==> src/core/css_map.svh <==
// Timing counts and level codes for the startup protection sequencer
`ifndef CSS_MAP_SVH
`define CSS_MAP_SVH
`define CSS_CLK_HZ        10000000
`define CSS_SS1_US        500
`define CSS_SS2_US        1000
`define CSS_SS3_US        2000
`define CSS_SS4_US        4000
`define CSS_OLP_MS        64
`define CSS_SS1_CYC       ((`CSS_CLK_HZ / 1000000) * `CSS_SS1_US)
`define CSS_SS2_CYC       ((`CSS_CLK_HZ / 1000000) * `CSS_SS2_US)
`define CSS_SS3_CYC       ((`CSS_CLK_HZ / 1000000) * `CSS_SS3_US)
`define CSS_SS4_CYC       ((`CSS_CLK_HZ / 1000000) * `CSS_SS4_US)
`define CSS_OLP_CYC       ((`CSS_CLK_HZ / 1000) * `CSS_OLP_MS)
`define CSS_LIM_010       3'h0
`define CSS_LIM_015       3'h1
`define CSS_LIM_020       3'h2
`define CSS_LIM_030       3'h3
`define CSS_LIM_FULL      3'h4
`endif

==> src/core/css_pkg.sv <==
// Types shared by the startup protection sequencer
package css_pkg;
    typedef enum logic [2:0] {
        CSS_ST_SHORT,
        CSS_ST_CHARGE,
        CSS_ST_RUN,
        CSS_ST_OLP_WAIT,
        CSS_ST_RECHARGE
    } css_state_t;
    typedef logic [2:0] css_lim_t;
endpackage

==> src/core/css_sync_if.sv <==
// Bundle of synchronised comparator flags
`timescale 1ns/10ps
interface css_sync_if;
    logic short_ok;
    logic uv_release;
    logic uv_trip;
    logic prot_ok;
    logic olp_rise;
    logic olp_fall;
    logic light_load;
    modport src (output short_ok, uv_release, uv_trip, prot_ok,
                 output olp_rise, olp_fall, light_load);
    modport dst (input short_ok, uv_release, uv_trip, prot_ok,
                 input olp_rise, olp_fall, light_load);
endinterface

==> src/core/css_sync.sv <==
// Three-stage synchroniser bank for the comparator flags
`timescale 1ns/10ps
module css_sync #(
    parameter int N = 7
) (
    input  wire logic         clock_i,
    input  wire logic         rst_n_i,
    input  wire logic [N-1:0] async_i,
    output logic      [N-1:0] sync_o
);
    genvar g;
    generate
        for (g = 0; g < N; g++) begin : g_bit
            logic s1_ff, s2_ff, s3_ff, out_ff;
            // First stage feeds only the second; change taken once 2 and 3 agree
            always_ff @(posedge clock_i or negedge rst_n_i) begin
                if (!rst_n_i) begin
                    s1_ff  <= 1'b0;
                    s2_ff  <= 1'b0;
                    s3_ff  <= 1'b0;
                    out_ff <= 1'b0;
                end else begin
                    s1_ff <= async_i[g];
                    s2_ff <= s1_ff;
                    s3_ff <= s2_ff;
                    if (s2_ff == s3_ff) begin
                        out_ff <= s3_ff;
                    end
                end
            end
            assign sync_o[g] = out_ff;
        end
    endgenerate
endmodule

==> src/core/css_softstart.sv <==
// Soft-start timer stepping the per-cycle current limit code
`timescale 1ns/10ps
`include "css_map.svh"
module css_softstart #(
    parameter int SS1_CYC = `CSS_SS1_CYC,
    parameter int SS2_CYC = `CSS_SS2_CYC,
    parameter int SS3_CYC = `CSS_SS3_CYC,
    parameter int SS4_CYC = `CSS_SS4_CYC
) (
    input  wire logic              clock_i,
    input  wire logic              rst_n_i,
    input  wire logic              run_i,
    output css_pkg::css_lim_t      lim_o
);
    import css_pkg::*;
    logic [15:0] cnt_ff;
    logic [15:0] nxt_cnt;
    css_lim_t    lim_ff;
    css_lim_t    nxt_lim;
    // Counter saturates at the last step so it never wraps back to low limit
    assign nxt_cnt = !run_i ? 16'h0000 :
                     (cnt_ff >= 16'(SS4_CYC)) ? cnt_ff : cnt_ff + 16'h0001;
    // Limit follows elapsed switching time
    assign nxt_lim = !run_i                  ? `CSS_LIM_010 :
                     (cnt_ff >= 16'(SS4_CYC)) ? `CSS_LIM_FULL :
                     (cnt_ff >= 16'(SS3_CYC)) ? `CSS_LIM_030 :
                     (cnt_ff >= 16'(SS2_CYC)) ? `CSS_LIM_020 :
                     (cnt_ff >= 16'(SS1_CYC)) ? `CSS_LIM_015 : `CSS_LIM_010;
    always_ff @(posedge clock_i or negedge rst_n_i) begin
        if (!rst_n_i) begin
            cnt_ff <= 16'h0000;
            lim_ff <= `CSS_LIM_010;
        end else begin
            cnt_ff <= nxt_cnt;
            lim_ff <= nxt_lim;
        end
    end
    assign lim_o = lim_ff;
    a_ss_full_limit: assert property (
        @(posedge clock_i) disable iff (!rst_n_i)
        (run_i && cnt_ff >= 16'(SS4_CYC)) |=> (lim_o == `CSS_LIM_FULL))
        else $error("limit not full after last step");
    a_ss_restart_low: assert property (
        @(posedge clock_i) disable iff (!rst_n_i)
        !run_i |=> (lim_o == `CSS_LIM_010))
        else $error("limit not low while stopped");
endmodule

==> src/core/css_sequencer.sv <==
// Startup, undervoltage and overload sequencer for a flyback controller
`timescale 1ns/10ps
`include "css_map.svh"
module css_sequencer #(
    parameter int OLP_CYC = `CSS_OLP_CYC,
    parameter int SS1_CYC = `CSS_SS1_CYC,
    parameter int SS2_CYC = `CSS_SS2_CYC,
    parameter int SS3_CYC = `CSS_SS3_CYC,
    parameter int SS4_CYC = `CSS_SS4_CYC
) (
    input  wire logic         clock_i,
    input  wire logic         rst_n_i,
    input  wire logic         supply_above_short_i,
    input  wire logic         supply_above_release_i,
    input  wire logic         supply_below_trip_i,
    input  wire logic         protect_normal_i,
    input  wire logic         fb_above_olp_rise_i,
    input  wire logic         fb_below_olp_fall_i,
    input  wire logic         fb_light_load_i,
    output logic              start_enable_o,
    output logic              start_short_limit_o,
    output css_pkg::css_lim_t limit_code_o,
    output logic              switch_enable_o,
    output logic              burst_mode_o,
    output logic              overload_stop_o
);
    import css_pkg::*;

    css_sync_if sif ();
    logic [6:0] raw_in;
    logic [6:0] syn;

    // Comparator flags are asynchronous to the core clock
    assign raw_in = {fb_light_load_i, fb_below_olp_fall_i,
                     fb_above_olp_rise_i, protect_normal_i,
                     supply_below_trip_i, supply_above_release_i,
                     supply_above_short_i};

    css_sync #(
        .N (7)
    ) u_sync (
        .clock_i (clock_i),
        .rst_n_i (rst_n_i),
        .async_i (raw_in),
        .sync_o  (syn)
    );

    assign sif.short_ok   = syn[0];
    assign sif.uv_release = syn[1];
    assign sif.uv_trip    = syn[2];
    assign sif.prot_ok    = syn[3];
    assign sif.olp_rise   = syn[4];
    assign sif.olp_fall   = syn[5];
    assign sif.light_load = syn[6];

    css_state_t  state_ff;
    css_state_t  nxt_state;
    logic        olp_ff;
    logic        nxt_olp;
    logic [19:0] olp_cnt_ff;
    logic [19:0] nxt_olp_cnt;
    logic        olp_done;
    logic        running;
    logic        olp_hit_ff;
    logic        nxt_olp_hit;

    // Hysteretic overload flag: set on rise level, cleared on fall level
    assign nxt_olp = sif.olp_rise ? 1'b1 :
                     sif.olp_fall ? 1'b0 : olp_ff;

    assign running  = (state_ff == CSS_ST_RUN);
    assign olp_done = (olp_cnt_ff >= 20'(OLP_CYC - 1));

    // Timer counts only uninterrupted overload while switching
    assign nxt_olp_cnt = (!running || !olp_ff) ? 20'h00000 :
                         olp_done ? olp_cnt_ff :
                         olp_cnt_ff + 20'h00001;

    // Sticky marker of an overload stop, dropped on a clean restart
    assign nxt_olp_hit = (running && olp_ff && olp_done) ? 1'b1 :
                         (nxt_state == CSS_ST_RUN) ? 1'b0 : olp_hit_ff;

    // Sequencer next-state decode
    always_comb begin
        nxt_state = state_ff;
        unique case (state_ff)
            CSS_ST_SHORT: begin
                if (sif.short_ok) begin
                    nxt_state = CSS_ST_CHARGE;
                end
            end
            CSS_ST_CHARGE: begin
                if (!sif.short_ok) begin
                    nxt_state = CSS_ST_SHORT;
                end else if (sif.uv_release && sif.prot_ok) begin
                    nxt_state = CSS_ST_RUN;
                end else if (sif.uv_release) begin
                    nxt_state = CSS_ST_OLP_WAIT;
                end
            end
            CSS_ST_RUN: begin
                if (sif.uv_trip) begin
                    nxt_state = CSS_ST_RECHARGE;
                end else if (olp_ff && olp_done) begin
                    nxt_state = CSS_ST_OLP_WAIT;
                end else if (!sif.prot_ok) begin
                    nxt_state = CSS_ST_OLP_WAIT;
                end
            end
            CSS_ST_OLP_WAIT: begin
                // Charging off; waits for trip, or for protections to settle when no overload stop is marked
                if (sif.uv_trip) begin
                    nxt_state = CSS_ST_RECHARGE;
                end else if (sif.prot_ok && !olp_hit_ff) begin
                    nxt_state = CSS_ST_RUN;
                end
            end
            CSS_ST_RECHARGE: begin
                if (!sif.short_ok) begin
                    nxt_state = CSS_ST_SHORT;
                end else if (sif.uv_release && !sif.uv_trip) begin
                    nxt_state = sif.prot_ok ? CSS_ST_RUN
                                            : CSS_ST_OLP_WAIT;
                end
            end
        endcase
    end

    // State, overload flag and timer
    always_ff @(posedge clock_i or negedge rst_n_i) begin
        if (!rst_n_i) begin
            state_ff   <= CSS_ST_SHORT;
            olp_ff     <= 1'b0;
            olp_cnt_ff <= 20'h00000;
            olp_hit_ff <= 1'b0;
        end else begin
            state_ff   <= nxt_state;
            olp_ff     <= nxt_olp;
            olp_cnt_ff <= nxt_olp_cnt;
            olp_hit_ff <= nxt_olp_hit;
        end
    end

    // Soft-start limit restarts low on every run entry
    css_softstart #(
        .SS1_CYC (SS1_CYC),
        .SS2_CYC (SS2_CYC),
        .SS3_CYC (SS3_CYC),
        .SS4_CYC (SS4_CYC)
    ) u_ss (
        .clock_i (clock_i),
        .rst_n_i (rst_n_i),
        .run_i   (running),
        .lim_o   (limit_code_o)
    );

    logic start_en_ff, short_lim_ff, sw_en_ff, burst_ff;
    logic nxt_start_en, nxt_short_lim, nxt_sw_en, nxt_burst;

    // Start circuit on only in the charging states
    assign nxt_start_en  = (nxt_state == CSS_ST_SHORT) ||
                           (nxt_state == CSS_ST_CHARGE) ||
                           (nxt_state == CSS_ST_RECHARGE);
    assign nxt_short_lim = (nxt_state == CSS_ST_SHORT);
    // Trip gates switching combinationally-early via next state
    assign nxt_sw_en     = (nxt_state == CSS_ST_RUN);
    // Burst is advisory to the PWM core, only meaningful while switching
    assign nxt_burst     = (nxt_state == CSS_ST_RUN) && sif.light_load;

    // Output flops
    always_ff @(posedge clock_i or negedge rst_n_i) begin
        if (!rst_n_i) begin
            start_en_ff  <= 1'b1;
            short_lim_ff <= 1'b1;
            sw_en_ff     <= 1'b0;
            burst_ff     <= 1'b0;
        end else begin
            start_en_ff  <= nxt_start_en;
            short_lim_ff <= nxt_short_lim;
            sw_en_ff     <= nxt_sw_en;
            burst_ff     <= nxt_burst;
        end
    end

    assign start_enable_o      = start_en_ff;
    assign start_short_limit_o = short_lim_ff;
    assign switch_enable_o     = sw_en_ff;
    assign burst_mode_o        = burst_ff;
    assign overload_stop_o     = olp_hit_ff;

    // Helper count of overload cycles while switching; kept apart from
    // the timer so the timeout checks do not trust what they guard
    logic [19:0] chk_olp_ff;
    logic [19:0] nxt_chk_olp;
    assign nxt_chk_olp = !(running && olp_ff) ? 20'h00000 :
                         (chk_olp_ff == 20'hfffff) ? chk_olp_ff :
                         chk_olp_ff + 20'h00001;
    always_ff @(posedge clock_i or negedge rst_n_i) begin
        if (!rst_n_i) begin
            chk_olp_ff <= 20'h00000;
        end else begin
            chk_olp_ff <= nxt_chk_olp;
        end
    end

    // Supply thresholds and the start circuit
    a_trip_stops_sw: assert property (
        @(posedge clock_i) disable iff (!rst_n_i)
        sif.uv_trip |=> !switch_enable_o)
        else $error("switching kept on below trip");
    a_release_no_chg: assert property (
        @(posedge clock_i) disable iff (!rst_n_i)
        (state_ff == CSS_ST_RUN) |-> !start_enable_o)
        else $error("charging while running");
    a_sw_no_charge: assert property (
        @(posedge clock_i) disable iff (!rst_n_i)
        switch_enable_o |-> !start_enable_o)
        else $error("charging while switching");
    a_short_mode: assert property (
        @(posedge clock_i) disable iff (!rst_n_i)
        (state_ff == CSS_ST_SHORT) |-> start_short_limit_o && start_enable_o)
        else $error("short mode not limited");
    a_short_needs_chg: assert property (
        @(posedge clock_i) disable iff (!rst_n_i)
        start_short_limit_o |-> start_enable_o)
        else $error("short limit without charging");
    a_full_charge: assert property (
        @(posedge clock_i) disable iff (!rst_n_i)
        (state_ff == CSS_ST_CHARGE) |-> !start_short_limit_o && start_enable_o)
        else $error("charge not full current");

    // Protections gate switching; soft start restarts low
    a_run_needs_ok: assert property (
        @(posedge clock_i) disable iff (!rst_n_i)
        $rose(switch_enable_o) |-> $past(sif.prot_ok))
        else $error("switching without normal protections");
    a_prot_loss: assert property (
        @(posedge clock_i) disable iff (!rst_n_i)
        (running && !sif.prot_ok) |=> !switch_enable_o)
        else $error("switching kept after protection loss");
    a_ss_entry_low: assert property (
        @(posedge clock_i) disable iff (!rst_n_i)
        $rose(running) |-> (limit_code_o == `CSS_LIM_010))
        else $error("limit not low on run entry");

    // Overload flag hysteresis and timer
    a_olp_set_rise: assert property (
        @(posedge clock_i) disable iff (!rst_n_i)
        sif.olp_rise |=> olp_ff)
        else $error("overload flag not set on rise");
    a_olp_hold: assert property (
        @(posedge clock_i) disable iff (!rst_n_i)
        (!sif.olp_rise && !sif.olp_fall) |=> (olp_ff == $past(olp_ff)))
        else $error("overload flag moved between levels");
    a_olp_drop_fall: assert property (
        @(posedge clock_i) disable iff (!rst_n_i)
        (sif.olp_fall && !sif.olp_rise) |=> !olp_ff)
        else $error("overload flag not cleared on fall");
    a_olp_clear: assert property (
        @(posedge clock_i) disable iff (!rst_n_i)
        (!olp_ff) |-> (olp_cnt_ff == 20'h00000) || $past(olp_ff))
        else $error("overload timer not cleared");
    a_olp_cnt_step: assert property (
        @(posedge clock_i) disable iff (!rst_n_i)
        (running && olp_ff && !olp_done) |=>
        (olp_cnt_ff == $past(olp_cnt_ff) + 20'h00001))
        else $error("overload timer did not step");
    a_olp_timeout: assert property (
        @(posedge clock_i) disable iff (!rst_n_i)
        (running && olp_ff && olp_done && !sif.uv_trip) |=> !running)
        else $error("overload timeout ignored");
    a_olp_max_run: assert property (
        @(posedge clock_i) disable iff (!rst_n_i)
        (chk_olp_ff >= 20'(OLP_CYC)) |-> !running)
        else $error("switching past overload timeout");
    a_olp_not_early: assert property (
        @(posedge clock_i) disable iff (!rst_n_i)
        ($fell(running) && $past(olp_ff) && $past(sif.prot_ok)
         && !$past(sif.uv_trip))
        |-> ($past(chk_olp_ff) == 20'(OLP_CYC - 1)))
        else $error("overload stop before timeout");
    a_stop_marked: assert property (
        @(posedge clock_i) disable iff (!rst_n_i)
        (running && olp_ff && olp_done) |=> overload_stop_o)
        else $error("overload stop not marked");

    // Auto recovery and burst
    a_olp_recharge: assert property (
        @(posedge clock_i) disable iff (!rst_n_i)
        (state_ff == CSS_ST_OLP_WAIT && sif.uv_trip) |=> start_enable_o)
        else $error("no recharge after overload");
    a_wait_holds: assert property (
        @(posedge clock_i) disable iff (!rst_n_i)
        (state_ff == CSS_ST_OLP_WAIT && olp_hit_ff && !sif.uv_trip)
        |=> !running)
        else $error("retry without recharge");
    a_retry_start: assert property (
        @(posedge clock_i) disable iff (!rst_n_i)
        (state_ff == CSS_ST_RECHARGE && sif.short_ok && sif.uv_release
         && !sif.uv_trip) |=> !start_enable_o)
        else $error("charging kept after recharge");
    a_burst_run: assert property (
        @(posedge clock_i) disable iff (!rst_n_i)
        burst_mode_o |-> switch_enable_o)
        else $error("burst outside switching");
endmodule

==> config.mk <==
export PLATFORM = sky130hd
export DESIGN_NAME = css_sequencer
export DESIGN_NICKNAME = d
export VERILOG_FILES = /design/src/core/css_pkg.sv /design/src/core/css_sync_if.sv /design/src/core/css_sync.sv /design/src/core/css_softstart.sv /design/src/core/css_sequencer.sv
export VERILOG_INCLUDE_DIRS = /design/src /design/src/core
export SDC_FILE = /design/constraint.sdc
export NUM_CORES = 1
export LEC_CHECK = 0
export BUFFER_PORTS_ARGS = -buffer_cell sky130_fd_sc_hd__buf_4
export CORE_MARGIN = 1.5
export CORE_UTILIZATION = 35
export CTS_CLUSTER_DIAMETER = 200
export DETAILED_ROUTE_END_ITERATION = 6
export SLEW_MARGIN = 0
export SYNTH_ARGS = -nofsm -noshare
export SYNTH_HDL_FRONTEND = slang
export SYNTH_HIERARCHICAL = 1
export SYNTH_SLANG_ARGS = --single-unit
==> constraint.sdc <==
create_clock -name clock_i -period 2.2 [get_ports clock_i]
set_input_delay 0.11 -clock clock_i [delete_from_list [all_inputs] [get_ports clock_i]]
set_output_delay 0.11 -clock clock_i [all_outputs]
set_load 0.05 [all_outputs]
==> results of run 1 <==
-- critical path: cells and delay by family (launching register included) --
family / cells / cell delay, ns
buf+inv: 1 / 0.17
flops: 1 / 0.41
simple gates: 5 / 0.85
fa+ha+maj: 1 / 0.22
xor+xnor: 1 / 0.16
-- metrics by stage --
step | area [µm²] | cells | hold WS (ns) | setup WS [ns]
after floorplan | 3500 | 321 | -0.186 | 0.335
after global placement | 3730 | 459 | 0.219 | 0.299
after detailed placement | 3730 | 459 | 0.221 | 0.281
after CTS | 4040 | 483 | 0.353 | 0.272
after global routing | 4040 | 483 | 0.363 | 0.130
final | 4040 | 483 | 0.353 | 0.255
-- cell usage in the layout, fill, tap and decap left out, types with 5 or more instances in the layout --
master and n:
nand3_1 12, maj3_2 7, xnor2_1 20, dfrtp_1 74
nor3_1 7, and3_1 5, mux2i_1 5, buf_4 23
nor2_1 32, dlygate4sd3_1 8, nand2b_1 6, o21ai_0 10
nand4_1 6, inv_1 6, a21oi_1 12, nor4_1 12
nand2_1 23, or3_1 6, clkbuf_8 9
-- how the worst max path moves through the flow --
stage,to,slack [ns],cells past startpoint
finish,olp_cnt_ff[13]$_DFFE_PN0N_,0.25,8
global route,olp_cnt_ff[16]$_DFFE_PN0N_,0.13,8
CTS,olp_cnt_ff[13]$_DFFE_PN0N_,0.27,8
detailed placement,olp_cnt_ff[13]$_DFFE_PN0N_,0.28,8
global placement,olp_cnt_ff[13]$_DFFE_PN0N_,0.30,8
floorplan,overload_stop_o$_DFFE_PN0P_,0.33,7
-- sequential cells by signal, indices dropped and copies added, names as in the netlist --
signal,cells
burst_mode_o,1
olp_cnt_ff,20
olp_ff,1
overload_stop_o,1
start_enable_o,1
start_short_limit_o,1
state_ff,3
switch_enable_o,1
u_ss/cnt_ff,16
u_ss/lim_o,3
u_sync/g_bit.out_ff,7
u_sync/g_bit.s1_ff,7
u_sync/g_bit.s2_ff,7
u_sync/g_bit.s3_ff,7
-- routing by layer --
metal  vias to the layer above  track usage [%]  routed length, µm  share of wire, %
li1                       1182                -                  -                 -
met1                      1193             17.9               2970                47
met2                        39             21.6               2970                47
met3                         7             5.29                290               4.6
met4                         0             4.68                 72               1.1
met5                         -                0                  0                 0
-- where the power goes --
| part | internal, W | switching (W) | leakage, nW |
|---|---|---|---|
| registers | 0.00151 | 0.000101 | 0.983 |
| logic | 0.000237 | 0.000395 | 0.487 |
| clock network | 0.000644 | 0.000540 | 0.110 |
-- logic make-up after synthesis --
kind of cell	count (synthesis)	share of synthesized area, %
compound gates	48	9.61
simple gates	136	22.2
fa+ha+maj	10	3.32
buf+inv	25	3.79
xor+xnor	21	5.25
flops	76	54.4
mux	5	1.43
-- layout make-up --
class                      instances  area [µm²]
clock buffer                       9         124
clock inverter                     7        98.8
fill                             960        5690
inverter                           7        26.3
multi-input combinational        220        1460
sequential                        76        1900
tap                              133         166
timing repair buffer              31         253
==> results.md, run 1 <==
- Min-delay worst type: flip-flop to flip-flop
- CP arrival: 2.18 ns
- Global-route wire length before repair: 11,300 µm
- Register bit total from synthesis: 76
- Final setup vio count: 0
- DR vias: 2,421
- VDD IR max: 0.545 mV
- Post-DP HPWL: 4120 µm
- Number of max-cap violations: 0
- DRT iter0 DRCs: 71
- Reg2Reg Depth: 8
- Worst skew pair latency: 0.36 ns
- Final Cycle Share: 88.4%
- Hold Crit Start: u_sync/g_bit[2].s1_ff$_DFF_PN0_
- Die Span X: 103 µm
- Synth unique cells: 61
- RSZ-0062 raised after global routing: false
- I/O Pins: 17
- Synth top area share: 52.9%
- Post-route clock skew: 0.00988 ns
- Hold Path Stages: 0
- Yosys top cell by area: dfrtp_1
- Clk slew on worst S/H paths: 0.08 ns
- Post-CTS Setup Repair Bufs: 0
- H-tree Lvls: 3
- Die Footprint: 10,600 µm²
- Final wirelength: 6290 µm
- Number of global-route vias before repair: 2,479
- Final min period: 1.95 ns
- Count leader, synth: dfrtp_1
- Max incr delay on CP: 0.41 ns
- Root buf cell: clkbuf_8
- Vias per cell: 5.01
- CP endpoint kind: flip-flop
- Grt ovf: 0
- TNS Setup: 0 ns
- Pwr dens: 849 nW/µm²
- # diodes: 0
- Crit Reg-Reg Endpoint: olp_cnt_ff[13]$_DFFE_PN0N_
- Static leakage: 1.58 nW
- Core ar.: 9730 µm²
- Synthesized cell area: 3500 µm²
- Max Buffers Root-to-Sink: 2
- DRC: 0
- Area delta synth->final: 15.3%
- Hold-fix buffers, CTS: 8
- Detail Route Antenna Nets: 0
- Post-Syn Nets: 333
- Post-synth EDFFs: 0
- Post-synthesis sequential area ratio: 54.4%
- Async SR Flop Fraction: 100%
- R2R setup slack: 0.25 ns
- Crit-path cells: ha_1 > and3_1 > nand3_4 > nor3_4 > buf_4 > nor4b_1 > xnor2_1 > nor2_1
- Cell Rows: 36
- Wirelength per Cell: 13.0 µm
- Slew Limit Headroom: 38.4%
- Gpl congestion: 0.854
- Critical path required time: 2.43 ns
- Most frequent cells after synthesis: dfrtp_1 (74), nor2_1 (32), nand2_1 (23)
- Design Power: 0.00343 W
- Cts bufs inserted: 9
- Tot GR Track Use: 13.9%
- Critical Path Source: olp_cnt_ff[0]$_DFFE_PN0N_
- Clock Sinks: 76
- Nets: 357
- Crit path max fanout: 10
- CP Class: flip-flop to flip-flop
- Critical path startpoint category: flip-flop
- Largest net degree at the start of global routing: 77
- Fmax: 514 MHz
- Syn_area_per_cell: 10.9 µm²
- Port Buffer Count: 16
- Final core utilization: 41.5%
- Top cells by area, synth: dfrtp_1 (53%), xnor2_1 (5.0%), nor2_1 (3.4%)
- CTS tree: built
- Cts repair resizes: 0
- Worst Hold Path EP: u_sync/g_bit[2].s2_ff$_DFF_PN0_
- Yosys warns: 6
- Die span in y: 103 µm
- Drt first pass iters: 4
- Worst-Margin Slew: 0.924 ns
- Initial Util: 36.0%
- Share of post-route cells with drive strength above 1: 17.7%
- Slew Viols, Final: 0
- Critical-path top delay cell: dfrtp_1
- Synth Instances: 321
- Final Hold Vio Count: 0
- Dominant synthesized flop cell: dfrtp_1
- Outcome: finished clean
- Initial antenna violation count: 0
- R2r startpoint: olp_cnt_ff[0]$_DFFE_PN0N_
No activity file was read; power rests on OpenSTA's default activity.
==> run 2, diff against run 1 <==
Settings changed: CORE_UTILIZATION 35 to 50, MAX_ROUTING_LAYER from default to met4, PLACE_DENSITY from default to 0.79.
==> results.md, run 2 (same netlist as run 1, synthesis figures left out) <==
- CP arrival: 2.28 ns
- Post-CTS Setup Repair Bufs: 0
- Share of post-route cells with drive strength above 1: 16.6%
- Outcome: finished clean
- Worst-Margin Slew: 0.902 ns
- Top delay family on crit path: simple AND/OR/NAND/NOR gates
- Critical path buffer and inverter count: 0
- Sequential power share: 49.2%
- RSZ-0062 raised after global routing: false
- Largest register FFs: 20
- Most flops, register: olp_cnt_ff
- Nets: 356
- Crit path max fanout: 7
- Root buf cell: clkbuf_8
- Stages on the worst setup path: 7
- Clk slew on worst S/H paths: 0.07 ns
- Hold-fix buffers, CTS: 8
- Final wirelength: 6370 µm
- VDD IR max: 0.497 mV
- Drt first pass iters: 4
- Die span in y: 86.7 µm
- Slew Viols, Final: 0
- Die Span X: 86.7 µm
- Pwr dens: 830 nW/µm²
- Detail Route Antenna Nets: 0
- DR vias: 2,447
- Number of global-route vias before repair: 2,382
- Final Instance Area: 3960 µm²
- Sw Ratio: 29.0%
- Static leakage: 1.57 nW
- Die Footprint: 7510 µm²
- CP Class: flip-flop to flip-flop
- CP endpoint kind: flip-flop
- Grt ovf: 0
- Clk network pwr share: 31.7%
- Regs by FF count: olp_cnt_ff (20), u_ss/cnt_ff (16)
- Area delta synth->final: 13.0%
- Port Buffer Count: 16
- Gpl congestion: 0.887
- Core ar.: 6790 µm²
- Max incr delay on CP: 0.39 ns
- Int Pwr: 0.00233 W
- Final Cycle Share: 90.8%
- Most frequent cells in the layout: dfrtp_1 (74), nor2_1 (32), nand2_1 (23)
- Clock Sinks: 76
- Final setup vio count: 0
- Worst skew pair latency: 0.33 ns
- # diodes: 0
- Min-delay worst type: flip-flop to flip-flop
- Logic gate share of total power: 19.1%
- FF/Latch Area: 1900 µm²
- Sw Pwr: 0.000953 W
- Initial Util: 51.5%
- Critical path required time: 2.48 ns
- Reg2Reg Depth: 7
- # fillers: 588
- Cell Rows: 30
- Post-route clock skew: 0.00560 ns
- R2R setup slack: 0.20 ns
- Cts repair resizes: 0
- Cts bufs inserted: 9
- DRC: 0
- Largest net degree at the start of global routing: 77
- Multi-input gate area: 1460 µm²
- Hold Path Stages: 0
- Crit-path cells: ha_1 > and3_1 > nand3_4 > nor3_4 > nor2_2 > o32ai_4 > o22a_1
- Tot GR Track Use: 19.8%
- Initial antenna violation count: 0
- DRT iter0 DRCs: 164
- H-tree Lvls: 3
- Final min period: 2.00 ns
- Number of max-cap violations: 0
- Placed cell count: 421
- Commonest non-fill, non-tap cell in the layout: dfrtp_1
- Placed inst area: 3680 µm²
- Wirelength per Cell: 14.3 µm
- CTS tree: built
- Vias per cell: 5.50
- Global-route wire length before repair: 11,000 µm
- Critical path startpoint category: flip-flop
- Slew Limit Headroom: 39.9%
- Finished Layout Cells: 445
- Max Buffers Root-to-Sink: 2
- Critical-path top delay cell: dfrtp_1
- I/O Pins: 17
- Post-DP HPWL: 4170 µm
- Fmax: 500 MHz
- Final Hold Vio Count: 0
- TNS Setup: 0 ns
-- run 2: cell count changes in the layout (fill, tap and decap cells not counted) --
cell	previous run	this run
clkbuf_1	0	3
clkinvlp_4	1	0
inv_6	1	0
clkinv_4	2	0
bufinv_16	2	1
clkbuf_8	9	11
buf_4	23	22
-- run 2: area by class of cell --
cell class                      instances  share of cell area (%)
Timing Repair Buffer                   30                    6.20
Tap cell                               96                    3.04
Multi-Input combinational cell        220                    37.0
Clock inverter                          2                   0.885
Clock buffer                           14                    4.11
Inverter                                7                   0.664
Sequential cell                        76                    48.1
-- run 2: power groups by stage --
stage	clock (W)	sequential [W]	combinational (W)
final	0.00104	0.00162	0.000627
after global routing	0.00114	0.00163	0.000690
after CTS	0.00108	0.00162	0.000633
after detailed placement	0	0.00165	0.000613
after global placement	0	0.00164	0.000595
after floorplan	0	0.00169	0.000406
-- run 2: stage by stage --
| stage | hold slack, ns | utilization (%) | setup slack, ns | power [W] |
|---|---|---|---|---|
| 3_3_place_gp | 0.220 | 54.2 | 0.286 | 0.00223 |
| 3_5_place_dp | 0.220 | 54.2 | 0.223 | 0.00226 |
| 5_1_grt | 0.363 | 58.3 | 0.0461 | 0.00346 |
| 6_report | 0.349 | 58.3 | 0.202 | 0.00329 |
| 2_1_floorplan | -0.186 | - | 0.335 | 0.00209 |
| 4_1_cts | 0.351 | 58.3 | 0.189 | 0.00333 |
-- run 2: worst reg2reg max path, cell delays in order, from the launching register on --
cell	delay (ns)
dfrtp_1	0.39
ha_1	0.19
and3_1	0.24
nand3_4	0.13
nor3_4	0.30
nor2_2	0.13
o32ai_4	0.37
o22a_1	0.19
-- run 2: metal layers --
layer | vias to the layer above | track usage [%] | wire (µm)
met5 | - | - | 0
met4 | 0 | 6.74 | 63
met3 | 4 | 5.71 | 214
met2 | 47 | 30.9 | 3200
met1 | 1208 | 24.8 | 2900
li1 | 1188 | - | -
-- run 2: worst paths after layout --
kind	start	to
min in group asynchronous	rst_n_i	u_sync/g_bit[2].s3_ff$_DFF_PN0_
worst min register to register	u_sync/g_bit[1].s1_ff$_DFF_PN0_	u_sync/g_bit[1].s2_ff$_DFF_PN0_
worst min-delay path	u_sync/g_bit[1].s1_ff$_DFF_PN0_	u_sync/g_bit[1].s2_ff$_DFF_PN0_
worst max register to register	olp_cnt_ff[0]$_DFFE_PN0N_	overload_stop_o$_DFFE_PN0P_
worst max-delay path	olp_cnt_ff[0]$_DFFE_PN0N_	overload_stop_o$_DFFE_PN0P_
max in group asynchronous	rst_n_i	u_sync/g_bit[5].out_ff$_DFFE_PN0N_
==> run 3, diff against run 2 <==
Settings changed: ABC_AREA from default to 1.
==> results.md, run 3 <==
- Clock Sinks: 76
- RSZ-0062 raised after global routing: false
- Final min period: 1.89 ns
- Critical Path Source: olp_cnt_ff[0]$_DFFE_PN0N_
- CP arrival: 2.11 ns
- Global-route wire length before repair: 13,300 µm
- # fillers: 681
- Tot GR Track Use: 20.5%
- Cts bufs inserted: 9
- Count leader, synth: nand2_1
- Pwr dens: 751 nW/µm²
- Post-DP HPWL: 5580 µm
- DRC: 0
- Post-Syn Nets: 502
- Worst-Margin Slew: 0.523 ns
- H-tree Lvls: 3
- Worst skew pair latency: 0.35 ns
- Drt first pass iters: 4
- CTS tree: built
- Critical path startpoint category: flip-flop
- Top cells by area, synth: dfrtp_1 (47%), nand2_1 (10%), inv_1 (6.5%)
- Final Hold Vio Count: 0
- Static leakage: 2.07 nW
- Gpl congestion: 0.925
- Number of max-cap violations: 0
- Vias per cell: 5.22
- Register bit total from synthesis: 76
- Initial Util: 51.2%
- Synth Instances: 490
- Async SR Flop Fraction: 100%
- CP Class: flip-flop to flip-flop
- Root buf cell: clkbuf_8
- Max Buffers Root-to-Sink: 2
- Fmax: 530 MHz
- Share of post-route cells with drive strength above 1: 14.6%
- WHS: 0.269 ns
- Most frequent cells in the layout: nand2_1 (107), dfrtp_1 (74), inv_1 (68)
- Finished Layout Cells: 621
- Cell Rows: 32
- Synth unique cells: 37
- Synthesized cell area: 3920 µm²
- Min-delay worst type: input pin to asynchronous set/reset pin
- Port Buffer Count: 16
- DR vias: 3,239
- Largest register FFs: 20
- Detail Route Antenna Nets: 0
- Reg2Reg Depth: 8
- Commonest non-fill, non-tap cell in the layout: nand2_1
- Dominant synthesized flop cell: dfrtp_1
- Die Footprint: 8370 µm²
- Most flops, register: olp_cnt_ff
- Number of global-route vias before repair: 3,045
- VDD IR max: 0.400 mV
- I/O Pins: 17
- Placed cell count: 597
- Die Span X: 91.5 µm
- # diodes: 0
- DRT iter0 DRCs: 230
- Core ar.: 7650 µm²
- Largest net degree at the start of global routing: 44
- Syn_area_per_cell: 7.99 µm²
- Post-route clock skew: 0.00867 ns
- Slew Limit Headroom: 65.1%
- Synth top area share: 47.3%
- Final Cycle Share: 85.7%
- TNS Setup: 0 ns
- Wirelength per Cell: 12.5 µm
- Final wirelength: 7740 µm
- Clk slew on worst S/H paths: 0.08 ns
- Outcome: finished clean
- Initial antenna violation count: 0
- Die span in y: 91.5 µm
- Final setup vio count: 0
- CP endpoint kind: flip-flop
- Area delta synth->final: 12.0%
- Most frequent cells after synthesis: nand2_1 (107), dfrtp_1 (74), inv_1 (68)
- Regs by FF count: olp_cnt_ff (20), u_ss/cnt_ff (16)
- Yosys top cell by area: dfrtp_1
- Post-CTS Setup Repair Bufs: 0
- Crit path max fanout: 11
- Post-synth EDFFs: 0
- Slew Viols, Final: 0
- R2r startpoint: olp_cnt_ff[0]$_DFFE_PN0N_
- Critical path required time: 2.43 ns
- Yosys warns: 6
- Grt ovf: 0
- Post-synthesis sequential area ratio: 48.6%
- Nets: 526
-- run 3: final cells by class --
cell class,instances,area (µm²),share of cell area (%)
Clock buffer,9,124,2.82
Multi-Input combinational cell,324,1610,36.8
Inverter,73,277,6.30
Timing Repair Buffer,30,245,5.59
Sequential cell,76,1900,43.4
Clock inverter,7,97.6,2.22
Tap cell,102,128,2.91
-- run 3: timing repair --
item | 4_1_cts | 5_1_grt
setup endpoints to repair | 0 | 0
gates resized for setup | 0 | 0
hold buffers | 8 | 0
hold endpoints to repair | 46 | 0
-- run 3: worst paths after layout --
check | to | slack [ns]
max reg2reg | olp_cnt_ff[17]$_DFFE_PN0N_ | 0.31
max | olp_cnt_ff[17]$_DFFE_PN0N_ | 0.31
min | u_sync/g_bit[6].s3_ff$_DFF_PN0_ | 0.27
max in group asynchronous | u_sync/g_bit[4].out_ff$_DFFE_PN0N_ | 1.28
min reg2reg | u_sync/g_bit[6].s2_ff$_DFF_PN0_ | 0.35
min in group clock_i | u_sync/g_bit[6].s2_ff$_DFF_PN0_ | 0.35
-- run 3: kinds of logic after synthesis --
family,share of synthesized area (%)
flip-flops,48.6
buffers and inverters,10.2
XOR/XNOR,1.12
AND/OR/NAND/NOR,30.9
AO/OA/AOI/OAI,8.21
adder cells (fa/ha/maj),0.959
-- run 3: layer usage --
layer | vias up | part of all wire, % | track usage [%] | routed length [µm]
met4 | 0 | 1.5 | 7.16 | 117
met2 | 102 | 48 | 32.6 | 3750
met3 | 16 | 4.7 | 5.44 | 364
met1 | 1521 | 45 | 25.2 | 3510
met5 | - | 0 | - | 0
li1 | 1600 | - | - | -
-- run 3: critical path, stage by stage, from the launching register on --
cell	delay, ns
dfrtp_1	0.43
ha_1	0.22
nand3_1	0.12
nor3_4	0.20
nand3_2	0.14
nand2_4	0.15
nand2_1	0.25
nand4_1	0.18
o21ai_1	0.07
-- run 3: stage by stage --
step | area (µm²) | power [W] | util, % | setup slack, ns
global route | 4390 | 0.00347 | 57.4 | 0.153
detailed placement | 4090 | 0.00215 | 53.4 | 0.351
CTS | 4390 | 0.00334 | 57.4 | 0.331
finish | 4390 | 0.00329 | 57.4 | 0.315
floorplan | 3920 | 0.00200 | - | 0.597
global placement | 4090 | 0.00212 | 53.4 | 0.474
-- run 3: power breakdown --
part           internal (W)  switching [W]
registers           0.00150      0.0000712
clock network      0.000644       0.000517
logic              0.000180       0.000380
total               0.00233       0.000968
